`config.mk`:
```
export PLATFORM = sky130hd
export DESIGN_NAME = usls_top
export DESIGN_NICKNAME = d
export VERILOG_FILES = /design/src/usls_baud_gen.v /design/src/usls_buf2.v /design/src/usls_top.v
export VERILOG_INCLUDE_DIRS = /design/src
export SDC_FILE = /design/constraint.sdc
export NUM_CORES = 1
export LEC_CHECK = 0
export BUFFER_PORTS_ARGS = -buffer_cell sky130_fd_sc_hd__buf_2
export CORE_UTILIZATION = 60
export CTS_BUF_LIST = sky130_fd_sc_hd__clkbuf_8
export DETAILED_ROUTE_END_ITERATION = 6
export GPL_ROUTABILITY_DRIVEN = 0
export PLACE_DENSITY = 0.87
export SLEW_MARGIN = 30
export SYNTH_ARGS = -nofsm -noshare
export SYNTH_HDL_FRONTEND = slang
export SYNTH_HIERARCHICAL = 1
export SYNTH_SLANG_ARGS = --single-unit
```
`constraint.sdc`:
```
create_clock -name mclk -period 3.4 [get_ports mclk]
set_input_delay 0.68 -clock mclk [delete_from_list [all_inputs] [get_ports mclk]]
set_output_delay 0.68 -clock mclk [all_outputs]
set_load 0.02 [all_outputs]
```
`src/usls_defines.vh`:
```
// register offsets, field positions, reset values and timing counts of the status block
`ifndef USLS_DEFINES_VH
`define USLS_DEFINES_VH
`define USLS_ADDR_RBR_THR 3'h0
`define USLS_ADDR_IER 3'h1
`define USLS_ADDR_IIR 3'h2
`define USLS_ADDR_LCR 3'h3
`define USLS_ADDR_LSR 3'h5
`define USLS_ADDR_MSR 3'h6
`define USLS_LSR_DR 0
`define USLS_LSR_OE 1
`define USLS_LSR_PE 2
`define USLS_LSR_FE 3
`define USLS_LSR_BI 4
`define USLS_LSR_TX_HOLDING_EMPTY 5
`define USLS_LSR_TX_ALL_EMPTY 6
`define USLS_LSR_BIT7 7
`define USLS_IER_RDA 0
`define USLS_IER_TX_HOLDING_EMPTY 1
`define USLS_IER_LS 2
`define USLS_IER_MS 3
`define USLS_LCR_STB 2
`define USLS_LCR_PEN 3
`define USLS_LCR_EPS 4
`define USLS_LCR_DLAB 7
`define USLS_IID_NONE 3'h1
`define USLS_IID_LS 3'h6
`define USLS_IID_RDA 3'h4
`define USLS_IID_TX_HOLDING_EMPTY 3'h2
`define USLS_IID_MS 3'h0
`define USLS_RST_IER 8'h00
`define USLS_RST_LCR 8'h00
`define USLS_RST_DIV 16'h0000
`define USLS_RST_DLL 8'h00
`define USLS_RST_DLM 8'h00
`define USLS_OVERSAMPLE 12'h010
`define USLS_HALF_BIT 12'h008
`define USLS_MIN_BITS 12'h006
`endif

```
`src/usls_baud_gen.v`:
```
// programmable divider producing the sixteen-times bit clock tick
`include "usls_defines.vh"
module usls_baud_gen (
  input wire mclk, // reference clock
  input wire sys_rst, // synchronous reset, active high
  input wire [15:0] divisor, // programmed divisor, zero stops the tick
  input wire load, // pulse: a divisor byte was written
  output reg tick16 // one-cycle pulse at sixteen times the bit rate
);
  reg [15:0] count_reg;
  always @(posedge mclk) begin
    if (sys_rst) begin
      count_reg <= `USLS_RST_DIV;
      tick16 <= 1'b0;
    end else if (load) begin
      // reload at once so a new divisor never waits out an old long count
      count_reg <= divisor;
      tick16 <= 1'b0;
    end else if (divisor == 16'h0000) begin
      tick16 <= 1'b0;
    end else if (count_reg <= 16'h0001) begin
      count_reg <= divisor;
      tick16 <= 1'b1;
    end else begin
      count_reg <= count_reg - 16'h0001;
      tick16 <= 1'b0;
    end
  end
endmodule

```
`src/usls_buf2.v`:
```
// two-entry buffer with valid and ready on both sides
module usls_buf2 (
  input wire mclk, // clock
  input wire sys_rst, // synchronous reset, active high
  input wire in_valid, // word offered
  output wire in_ready, // room for a word
  input wire [7:0] in_data, // offered word
  output wire out_valid, // word available
  input wire out_ready, // drain side takes the word
  output wire [7:0] out_data // oldest word
);
  reg [7:0] mem_reg [0:1];
  reg wr_ptr_reg;
  reg rd_ptr_reg;
  reg [1:0] fill_reg;
  wire push;
  wire pop;
  assign in_ready = (fill_reg != 2'h2);
  assign out_valid = (fill_reg != 2'h0);
  assign out_data = mem_reg[rd_ptr_reg];
  assign push = in_valid & in_ready;
  assign pop = out_valid & out_ready;
  always @(posedge mclk) begin
    if (sys_rst) begin
      wr_ptr_reg <= 1'b0;
      rd_ptr_reg <= 1'b0;
      fill_reg <= 2'h0;
      mem_reg[0] <= 8'h00;
      mem_reg[1] <= 8'h00;
    end else begin
      if (push) begin
        mem_reg[wr_ptr_reg] <= in_data;
        wr_ptr_reg <= ~wr_ptr_reg;
      end
      if (pop) begin
        rd_ptr_reg <= ~rd_ptr_reg;
      end
      if (push & ~pop) begin
        fill_reg <= fill_reg + 2'h1;
      end else if (pop & ~push) begin
        fill_reg <= fill_reg - 2'h1;
      end
    end
  end
endmodule

```
`src/usls_top.v`:
```
// line status, interrupt identification and register access of the serial element
`include "usls_defines.vh"
module usls_top (
  input wire mclk, // reference clock
  input wire sys_rst, // synchronous reset, active high
  input wire cs, // chip select for a register access
  input wire [2:0] addr, // register address
  input wire rd_stb, // one-cycle read strobe
  input wire wr_stb, // one-cycle write strobe
  input wire [7:0] wdata, // write data
  output reg [7:0] rdata, // read data, valid the cycle after rd_stb
  output wire intrpt, // interrupt request, active high
  output wire tick16, // sixteen-times bit clock pulse
  input wire rx_char_stb, // pulse: receiver finished a character
  input wire [7:0] rx_char, // received data bits, low bits used
  input wire rx_par_bit, // received parity bit
  input wire rx_stop_bit, // first stop bit as sampled
  input wire sin, // serial input level, for break detection
  output wire tx_valid, // character offered to the shifter
  input wire tx_ready, // shifter takes the character
  output wire [7:0] tx_data, // character for the shifter
  input wire tx_shift_busy, // shifter still holds a character
  input wire cts_n, // clear to send, active low
  input wire dsr_n, // data set ready, active low
  input wire ri_n, // ring indicator, active low
  input wire dcd_n, // carrier detect, active low
  output wire [5:0] lcr_out // word length, stop, parity and stick settings
);
  ////////////////////////////////////////////////////////////////////////////
  reg [7:0] rbr_reg;
  reg [7:0] thr_reg;
  reg [7:0] ier_reg;
  reg [7:0] lcr_reg;
  reg [7:0] dll_reg;
  reg [7:0] dlm_reg;
  reg wr_div_reg;
  reg dr_reg;
  reg oe_reg;
  reg pe_reg;
  reg fe_reg;
  reg bi_reg;
  reg tx_holding_empty_reg;
  reg tx_holding_empty_int_reg;
  reg [3:0] msr_delta_reg;
  reg [3:0] modem_prev_reg;
  reg [11:0] low_cnt_reg;
  reg brk_seen_reg;
  reg [2:0] iid_reg;
  reg [2:0] iid_next;
  wire dlab;
  wire acc_rd;
  wire acc_wr;
  wire rd_rbr;
  wire rd_iir;
  wire rd_lsr;
  wire rd_msr;
  wire wr_thr;
  wire wr_div;
  wire thr_move;
  wire buf_in_ready;
  wire par_calc;
  wire par_err;
  wire [7:0] lsr_val;
  wire [7:0] msr_val;
  wire [3:0] modem_now;
  wire [3:0] modem_chg;
  wire [11:0] char_ticks;
  wire [11:0] stop_ticks;
  wire [11:0] data_ticks;
  wire [7:0] data_mask;
  wire ls_pend;
  wire rda_pend;
  wire tx_holding_empty_pend;
  wire ms_pend;
  wire tx_all_empty;
  ////////////////////////////////////////////////////////////////////////////
  // register access decode
  assign dlab = lcr_reg[`USLS_LCR_DLAB];
  assign acc_rd = cs & rd_stb;
  assign acc_wr = cs & wr_stb;
  assign rd_rbr = acc_rd & (addr == `USLS_ADDR_RBR_THR) & ~dlab;
  assign rd_iir = acc_rd & (addr == `USLS_ADDR_IIR);
  assign rd_lsr = acc_rd & (addr == `USLS_ADDR_LSR);
  assign rd_msr = acc_rd & (addr == `USLS_ADDR_MSR);
  assign wr_thr = acc_wr & (addr == `USLS_ADDR_RBR_THR) & ~dlab;
  assign wr_div = acc_wr & dlab & ((addr == `USLS_ADDR_RBR_THR) | (addr == `USLS_ADDR_IER));
  assign lcr_out = lcr_reg[5:0];
  ////////////////////////////////////////////////////////////////////////////
  // baud divider and transmit path buffer
  usls_baud_gen u_baud (
    .mclk(mclk),
    .sys_rst(sys_rst),
    .divisor({dlm_reg, dll_reg}),
    .load(wr_div_reg),
    .tick16(tick16)
  );
  // holding register moves on only when the buffer has room
  assign thr_move = ~tx_holding_empty_reg & buf_in_ready;
  usls_buf2 u_txbuf (
    .mclk(mclk),
    .sys_rst(sys_rst),
    .in_valid(~tx_holding_empty_reg),
    .in_ready(buf_in_ready),
    .in_data(thr_reg),
    .out_valid(tx_valid),
    .out_ready(tx_ready),
    .out_data(tx_data)
  );
  assign tx_all_empty = tx_holding_empty_reg & ~tx_valid & ~tx_shift_busy;
  ////////////////////////////////////////////////////////////////////////////
  // received character checks
  assign data_mask = 8'hff >> (3'h3 - {1'b0, lcr_reg[1:0]});
  assign par_calc = ^(rx_char & data_mask) ^ rx_par_bit;
  // even sense wants an even count of ones including the parity bit
  assign par_err = lcr_reg[`USLS_LCR_PEN] & (par_calc == lcr_reg[`USLS_LCR_EPS]);
  // character time in sixteenth-bit ticks: start, data, parity and stop
  assign data_ticks = (`USLS_MIN_BITS + {10'h000, lcr_reg[1:0]}) * `USLS_OVERSAMPLE;
  assign stop_ticks = ~lcr_reg[`USLS_LCR_STB] ? `USLS_OVERSAMPLE :
    (lcr_reg[1:0] == 2'h0) ? (`USLS_OVERSAMPLE + `USLS_HALF_BIT) :
    (`USLS_OVERSAMPLE + `USLS_OVERSAMPLE);
  assign char_ticks = data_ticks + stop_ticks +
    (lcr_reg[`USLS_LCR_PEN] ? `USLS_OVERSAMPLE : 12'h000);
  ////////////////////////////////////////////////////////////////////////////
  // modem lines, complemented, and their change flags
  assign modem_now = {~dcd_n, ~ri_n, ~dsr_n, ~cts_n};
  assign modem_chg[0] = modem_now[0] ^ modem_prev_reg[0];
  assign modem_chg[1] = modem_now[1] ^ modem_prev_reg[1];
  assign modem_chg[2] = modem_prev_reg[2] & ~modem_now[2];
  assign modem_chg[3] = modem_now[3] ^ modem_prev_reg[3];
  assign msr_val = {modem_now, msr_delta_reg};
  ////////////////////////////////////////////////////////////////////////////
  // line status flags; a setting event in the clearing cycle wins
  always @(posedge mclk) begin
    if (sys_rst) begin
      rbr_reg <= 8'h00;
      dr_reg <= 1'b0;
      oe_reg <= 1'b0;
      pe_reg <= 1'b0;
      fe_reg <= 1'b0;
    end else begin
      if (rx_char_stb) begin
        rbr_reg <= rx_char & data_mask;
        dr_reg <= 1'b1;
      end else if (rd_rbr) begin
        dr_reg <= 1'b0;
      end
      if (rx_char_stb & dr_reg & ~rd_rbr) begin
        oe_reg <= 1'b1;
      end else if (rd_lsr) begin
        oe_reg <= 1'b0;
      end
      if (rx_char_stb & par_err) begin
        pe_reg <= 1'b1;
      end else if (rd_lsr) begin
        pe_reg <= 1'b0;
      end
      if (rx_char_stb & ~rx_stop_bit) begin
        fe_reg <= 1'b1;
      end else if (rd_lsr) begin
        fe_reg <= 1'b0;
      end
    end
  end
  ////////////////////////////////////////////////////////////////////////////
  // break detection counts ticks of a continuous spacing level
  always @(posedge mclk) begin
    if (sys_rst) begin
      low_cnt_reg <= 12'h000;
      brk_seen_reg <= 1'b0;
      bi_reg <= 1'b0;
    end else begin
      if (sin) begin
        low_cnt_reg <= 12'h000;
        brk_seen_reg <= 1'b0;
      end else if (tick16 & ~brk_seen_reg) begin
        low_cnt_reg <= low_cnt_reg + 12'h001;
      end
      // flag once per spacing period, only after the full character time
      if (~sin & tick16 & ~brk_seen_reg & (low_cnt_reg >= char_ticks)) begin
        brk_seen_reg <= 1'b1;
        bi_reg <= 1'b1;
      end else if (rd_lsr) begin
        bi_reg <= 1'b0;
      end
    end
  end
  ////////////////////////////////////////////////////////////////////////////
  // holding register and its empty flags
  always @(posedge mclk) begin
    if (sys_rst) begin
      thr_reg <= 8'h00;
      tx_holding_empty_reg <= 1'b1;
      tx_holding_empty_int_reg <= 1'b1;
    end else begin
      if (wr_thr) begin
        // a write while still full and the buffer full replaces the waiting character
        thr_reg <= wdata;
        tx_holding_empty_reg <= 1'b0;
        tx_holding_empty_int_reg <= 1'b0;
      end else if (thr_move) begin
        tx_holding_empty_reg <= 1'b1;
        tx_holding_empty_int_reg <= 1'b1;
      end else if (rd_iir & (iid_reg == `USLS_IID_TX_HOLDING_EMPTY)) begin
        tx_holding_empty_int_reg <= 1'b0;
      end
    end
  end
  ////////////////////////////////////////////////////////////////////////////
  // control registers and modem change flags
  always @(posedge mclk) begin
    if (sys_rst) begin
      ier_reg <= `USLS_RST_IER;
      lcr_reg <= `USLS_RST_LCR;
      dll_reg <= `USLS_RST_DLL;
      dlm_reg <= `USLS_RST_DLM;
      msr_delta_reg <= 4'h0;
      modem_prev_reg <= 4'h0;
      wr_div_reg <= 1'b0;
    end else begin
      // reload one cycle later so the counter sees the byte just written
      wr_div_reg <= wr_div;
      if (acc_wr & (addr == `USLS_ADDR_RBR_THR) & dlab) begin
        dll_reg <= wdata;
      end
      if (acc_wr & (addr == `USLS_ADDR_IER) & dlab) begin
        dlm_reg <= wdata;
      end else if (acc_wr & (addr == `USLS_ADDR_IER)) begin
        ier_reg <= {4'h0, wdata[3:0]};
      end
      if (acc_wr & (addr == `USLS_ADDR_LCR)) begin
        lcr_reg <= wdata;
      end
      modem_prev_reg <= modem_now;
      if (rd_msr) begin
        msr_delta_reg <= modem_chg;
      end else begin
        msr_delta_reg <= msr_delta_reg | modem_chg;
      end
    end
  end
  ////////////////////////////////////////////////////////////////////////////
  // interrupt priority
  assign ls_pend = ier_reg[`USLS_IER_LS] & (oe_reg | pe_reg | fe_reg | bi_reg);
  assign rda_pend = ier_reg[`USLS_IER_RDA] & dr_reg;
  assign tx_holding_empty_pend = ier_reg[`USLS_IER_TX_HOLDING_EMPTY] & tx_holding_empty_int_reg;
  assign ms_pend = ier_reg[`USLS_IER_MS] & (|msr_delta_reg);
  always @* begin
    if (ls_pend) begin
      iid_next = `USLS_IID_LS;
    end else if (rda_pend) begin
      iid_next = `USLS_IID_RDA;
    end else if (tx_holding_empty_pend) begin
      iid_next = `USLS_IID_TX_HOLDING_EMPTY;
    end else if (ms_pend) begin
      iid_next = `USLS_IID_MS;
    end else begin
      iid_next = `USLS_IID_NONE;
    end
  end
  always @(posedge mclk) begin
    if (sys_rst) begin
      iid_reg <= `USLS_IID_NONE;
    end else if (~rd_iir) begin
      iid_reg <= iid_next;
    end
  end
  // the code seen by a read stays put for the whole access
  assign intrpt = ~iid_reg[0];
  ////////////////////////////////////////////////////////////////////////////
  // read data
  assign lsr_val = {1'b0, tx_all_empty, tx_holding_empty_reg, bi_reg, fe_reg, pe_reg, oe_reg, dr_reg};
  always @(posedge mclk) begin
    if (sys_rst) begin
      rdata <= 8'h00;
    end else if (acc_rd) begin
      if (addr == `USLS_ADDR_RBR_THR) begin
        rdata <= dlab ? dll_reg : rbr_reg;
      end else if (addr == `USLS_ADDR_IER) begin
        rdata <= dlab ? dlm_reg : ier_reg;
      end else if (addr == `USLS_ADDR_IIR) begin
        rdata <= {5'h00, iid_reg};
      end else if (addr == `USLS_ADDR_LCR) begin
        rdata <= lcr_reg;
      end else if (addr == `USLS_ADDR_LSR) begin
        rdata <= lsr_val;
      end else if (addr == `USLS_ADDR_MSR) begin
        rdata <= msr_val;
      end else begin
        rdata <= 8'h00;
      end
    end
  end
  // writes to the status register are ignored
endmodule

```
# Word level (Yosys, flattened, before mapping)
# Memories as Yosys holds them, arrays and structs flattened. A register that Yosys moved wholly into a read port is not among the register bits.
# Index checks and enable logic that the tools add are counted.
# word_totals
regBits,105
latch_bits,0
ramBits,16
romBits,0
in_bits,34
output_inout_bits,25
word_cells,175
mem_count,1
# mem_list
memory,words,word_bits,rd,rd_clocked_by_memory_dff,wr,line_no,text
u_txbuf.mem_reg,2,8,1,1,2,usls_buf2.v:12,reg [7:0] mem_reg [0:1];
# classes
n_addsub,8
mul,0
div_mod_pow,0
n_lt_le_gt_ge,2
n_eq_ne,9
n_shift,1
n_mux,46
bitwise_logic,64
n_reduce_logical,19
# ops
cell,count
two-way mux 8 bit,9
two-way mux 16 bit,3
bitwise AND 1 bit,36
two-way mux 1 bit,25
NOT 1 bit,18
nonzero test 2 bit,9
<= comparator 16 x 1 -> 1 bit (second input constant),1
zero test 16 bit,1
subtractor 16 x 1 -> 16 bit (second input constant),1
adder 12 x 1 -> 12 bit (second input constant),1
greater-or-equal comparator 12 x 10 -> 1 bit,1
two-way mux 6 bit,2
adder 9 x 5 -> 10 bit,1
adder 8 x 6 -> 9 bit,1
== test 3 x 2 -> 1 bit (second input constant),3
bitwise AND 8 bit,1
OR reduction 8 bit,1
XOR reduction 8 bit,1
right shift 8 x 3 -> 8 bit (first input constant),1
== test 3 bit (second input constant),2
two-way mux 2 bit,3
two-way mux 3 bit,2
two-way mux 5 bit,1
adder 3 x 2 -> 4 bit (first input constant),1
other kinds (17),24

# Logic depth before layout (Yosys ltp)
# logic_depth
depth_word,9
ltp_mapped,14

# By module
# The synthesis kept the hierarchy.
# modules_own_cells
module,instances,cells_each,area_per_inst_um2,seq_area_each_um2
usls_top,1,463,4071.4,1681.6
usls_baud_gen,1,134,1062.3,340.3
usls_buf2,1,76,948.4,580.6

# Worst setup path after synthesis
# OpenSTA, ideal clock, no wires.
# synth_path
kind,flip-flop to flip-flop
from,register lcr_reg[1]
to,register bi_reg
setup_time_ps,128
arrival_ps,2348
setup_slack_ps,925
path_stages_with_launch,13
path_buffers,1
period_less_slack_ps,2475
cell_sequence,dfxtp_1 buf_2 o21ai_0 inv_1 fa_1 inv_1 ha_1 a21o_1 nand2_1 ha_1 or4_1 a211oi_1 o21ai_0
# synth_via
elab_chain_len,8
elab_cells_between_ends,10
classes_between,add/sub (3); order compare (1); mux (3); bitwise (1); reduce/logical (2)
# synth_lines
item,line_no,text
start: declaration,usls_top.v:33,reg [7:0] lcr_reg;
start signal: assignment,usls_top.v:213,lcr_reg <= `USLS_RST_LCR;
start signal: assignment,usls_top.v:231,lcr_reg <= wdata;
"parallel branches: the longest is 3 deep, another holds adder 3 x 2 -> 4 bit",n/a,
adder 8 x 6 -> 9 bit *,usls_top.v:121,assign char_ticks = data_ticks + stop_ticks +
adder 9 x 5 -> 10 bit *,usls_top.v:121,
greater-or-equal comparator 12 x 10 -> 1 bit *,usls_top.v:179,if (~sin & tick16 & ~brk_seen_reg & (low_cnt_reg >= char_ticks)) begin
bitwise AND 1 bit *,usls_top.v:179,
two-way mux 1 bit / nonzero test 2 bit (equally long branches),n/a,
end signal: assignment,usls_top.v:170,bi_reg <= 1'b0;
end signal: assignment,usls_top.v:181,bi_reg <= 1'b1;
end signal: assignment,usls_top.v:183,bi_reg <= 1'b0;
end: declaration,usls_top.v:41,reg bi_reg;
# Every way passes the cells marked *.
# A chain may end at the register's enable or synchronous reset.

# Final worst setup path
# layout_path
from,register lcr_reg[1]
to,register brk_seen_reg
# layout_via
elab_chain_len,8
elab_cells_between_ends,10
classes_between,add/sub (3); order compare (1); mux (3); bitwise (1); reduce/logical (2)
# layout_lines
item,line_no,text
"parallel branches: the longest is 3 deep, another holds adder 3 x 2 -> 4 bit",n/a,
adder 8 x 6 -> 9 bit *,usls_top.v:121,
adder 9 x 5 -> 10 bit *,usls_top.v:121,
greater-or-equal comparator 12 x 10 -> 1 bit *,usls_top.v:179,
bitwise AND 1 bit *,usls_top.v:179,
two-way mux 1 bit / nonzero test 2 bit (equally long branches),n/a,
end signal: assignment,usls_top.v:169,brk_seen_reg <= 1'b0;
end signal: assignment,usls_top.v:174,brk_seen_reg <= 1'b0;
end signal: assignment,usls_top.v:180,brk_seen_reg <= 1'b1;
end: declaration,usls_top.v:47,reg brk_seen_reg;
# Marks and branches as above.

==> results_dict.tcl <==
set metrics [dict create \
    worst_pin_slew_ns 0.7277 \
    dieArea_mm2 0.01054 \
    clockBufferDepth 2 \
    synth-seq-cells 122 \
    ir_drop_uv 273.4 \
    num_vias 5223 \
    synthArstFlopShare 0 \
    rows 36 \
    wire_per_inst_um 17.01 \
    grt_max_degree 36 \
    syn-num-nets 723 \
    postSynthAreaPerCell_um2 9.037 \
    die_h_um 102.7 \
    period_share 0.8069 \
    root_buffer "clkbuf_8" \
    status "complete, no violations" \
    power_density_mw_per_mm2 445.7 \
    cts_resized 0 \
    io_buffers 58 \
    dr.pass1.iters 5 \
    cp_max_fo 10 \
    ys_types 63 \
    ys_seq_area_frac 0.4279 \
    min_period_ns 2.743 \
    slew_violations 0 \
    dp_slack_ns 0.7047 \
    initial_utilization 0.6194 \
    hp-class "input port to register" \
    drive_above_1_share 0.1600 \
    htreeDepth 4 \
    regArea_mm2 0.002604 \
    first_iter_violations 578 \
    hpwl_um 10370 \
    viasPerCell 6.087 \
    insertion_delay_ns 0.43 \
    pin_count 59 \
    grt_pass1_vias 4824 \
    slew_headroom 0.5148 \
    gr-usage-all-layers 0.2908 \
    path_class "register to register" \
    nets 762 \
    cts.reportedPaths.clkPinSlew_ns 0.07 \
    core_mm2 0.009819 \
    maxCapViolations 0 \
    post_cts_buffers 0 \
    fin_skew_ns 0.01450 \
    endpoint_kind "register" \
    ant_nets 0 \
    post_synth_instance_area_mm2 0.006082 \
    cts_tree "yes" \
    numCtsBuffers 17 \
    ys_warn_count 6 \
    cts_sinks 122 \
    antenna_found_initial 0 \
    grt_pass1_wl_um 23310 \
    multi_input_area_mm2 0.003174 \
    layout_setup_ws_ns 0.6566 \
    die_w_um 102.7 \
    setup_viol_count_final 0 \
    hold_violations 0 \
    mostFrequentLayoutCells "nor2_1, dfxtp_1, buf_2" \
    drc 0 \
    synth_edf_count 16 \
    cp.required_ns 3.70 \
    n_antenna_cell 0 \
    drt_wl_total_um 14600 \
    cp.arrival_ns 3.04 \
    tns_ns 0 \
    overflow 0 \
    start_kind "register" \
    ys.flop_type "dfxtp_1" \
    timing.fmax_mhz 364.5 \
    syn_inst 673 \
    rsz0062_at_grt "false" \
    p_leak_nw 2.688 \
    holdBufCountCts 0 \
    nFillCells 770 \
    syn_to_final_growth_pct 10.06 \
]
[path summary, 6_finish.rpt]
path         slack, ns                     from  cells after the start                           end
max               0.66  lcr_reg[1]$_SDFFE_PP0P_                     11     brk_seen_reg$_SDFFE_PP0P_
min               0.44                     ri_n                      2  modem_prev_reg[2]$_SDFF_PP0_
max reg2reg       0.66  lcr_reg[1]$_SDFFE_PP0P_                     11     brk_seen_reg$_SDFFE_PP0P_
min reg2reg       0.46    rdata[0]$_SDFFE_PP0P_                      2         rdata[0]$_SDFFE_PP0P_
[layout make-up]
type / count / share of cell area
Multi-Input combinational cell: 488 / 0.4742
Sequential cell: 122 / 0.3890
Timing Repair Buffer: 62 / 0.04785
Clock buffer: 17 / 0.03495
Tap cell: 133 / 0.02486
Clock inverter: 15 / 0.01738
Inverter: 21 / 0.01178
[stage by stage]
step	std cells	cell area, µm²	hold WS (ns)	utilization	power, W
final	858	6694	0.4416	0.6817	0.002983
after global routing	858	6694	0.4259	0.6817	0.003095
after CTS	858	6693	0.4251	0.6816	0.002992
after detailed placement	826	6342	0.4441	0.6459	0.001861
after global placement	826	6342	0.4383	0.6459	0.001847
after floorplan	673	6082	0.4257	-	0.001770
[metal layers]
layer,global-route usage,share of wire,up-vias
met5,0,0,-
met4,0.1286,0.027,0
met3,0.05695,0.070,31
met2,0.4897,0.48,259
met1,0.3618,0.42,2471
li1,-,-,2462
[logic make-up (layout without fill, tap and decap cells)]
group / after synthesis / count (layout) / synth area share
and+or+nand+nor: 258 / 258 / 0.2107
buffers and inverters: 63 / 115 / 0.05019
muxes: 65 / 65 / 0.1092
xor gates and xnor gates: 25 / 25 / 0.03600
AOI/OAI and AO/OA: 124 / 124 / 0.1319
adders and majority gates: 16 / 16 / 0.03415
DFF: 122 / 122 / 0.4279
[where the power goes]
part | internal [W] | switching, W | leakage [nW] | total (W)
clock network | 0.000564 | 0.000585 | 0.182 | 0.00115
logic | 0.000118 | 0.000184 | 1.48 | 0.000303
registers | 0.00150 | 0.0000348 | 1.02 | 0.00153
[Yosys cell counts (all sizes together) (12+ instances only)]
master  instances  area share
a21oi          40       0.033
buf            25       0.027
clkbuf         17       0.010
dfxtp         106        0.35
edfxtp         16       0.079
ha             15       0.031
inv            20       0.012
mux2i          54       0.089
nand2          49       0.030
nand2b         17       0.017
nand3          12       0.011
nor2          105       0.065
nor3           13       0.013
o21ai          21       0.017
or3            14       0.015
xnor2          14       0.020
[critical path, stage by stage (launching register included)]
cell	delay, ns
dfxtp_1	0.40
o21ai_0	0.33
inv_1	0.10
fa_1	0.36
inv_1	0.07
ha_1	0.18
a21o_1	0.14
nand2_1	0.06
ha_1	0.20
or4_1	0.39
a211oi_1	0.26
o21ai_0	0.13
Power figures use the tool's default switching activity.
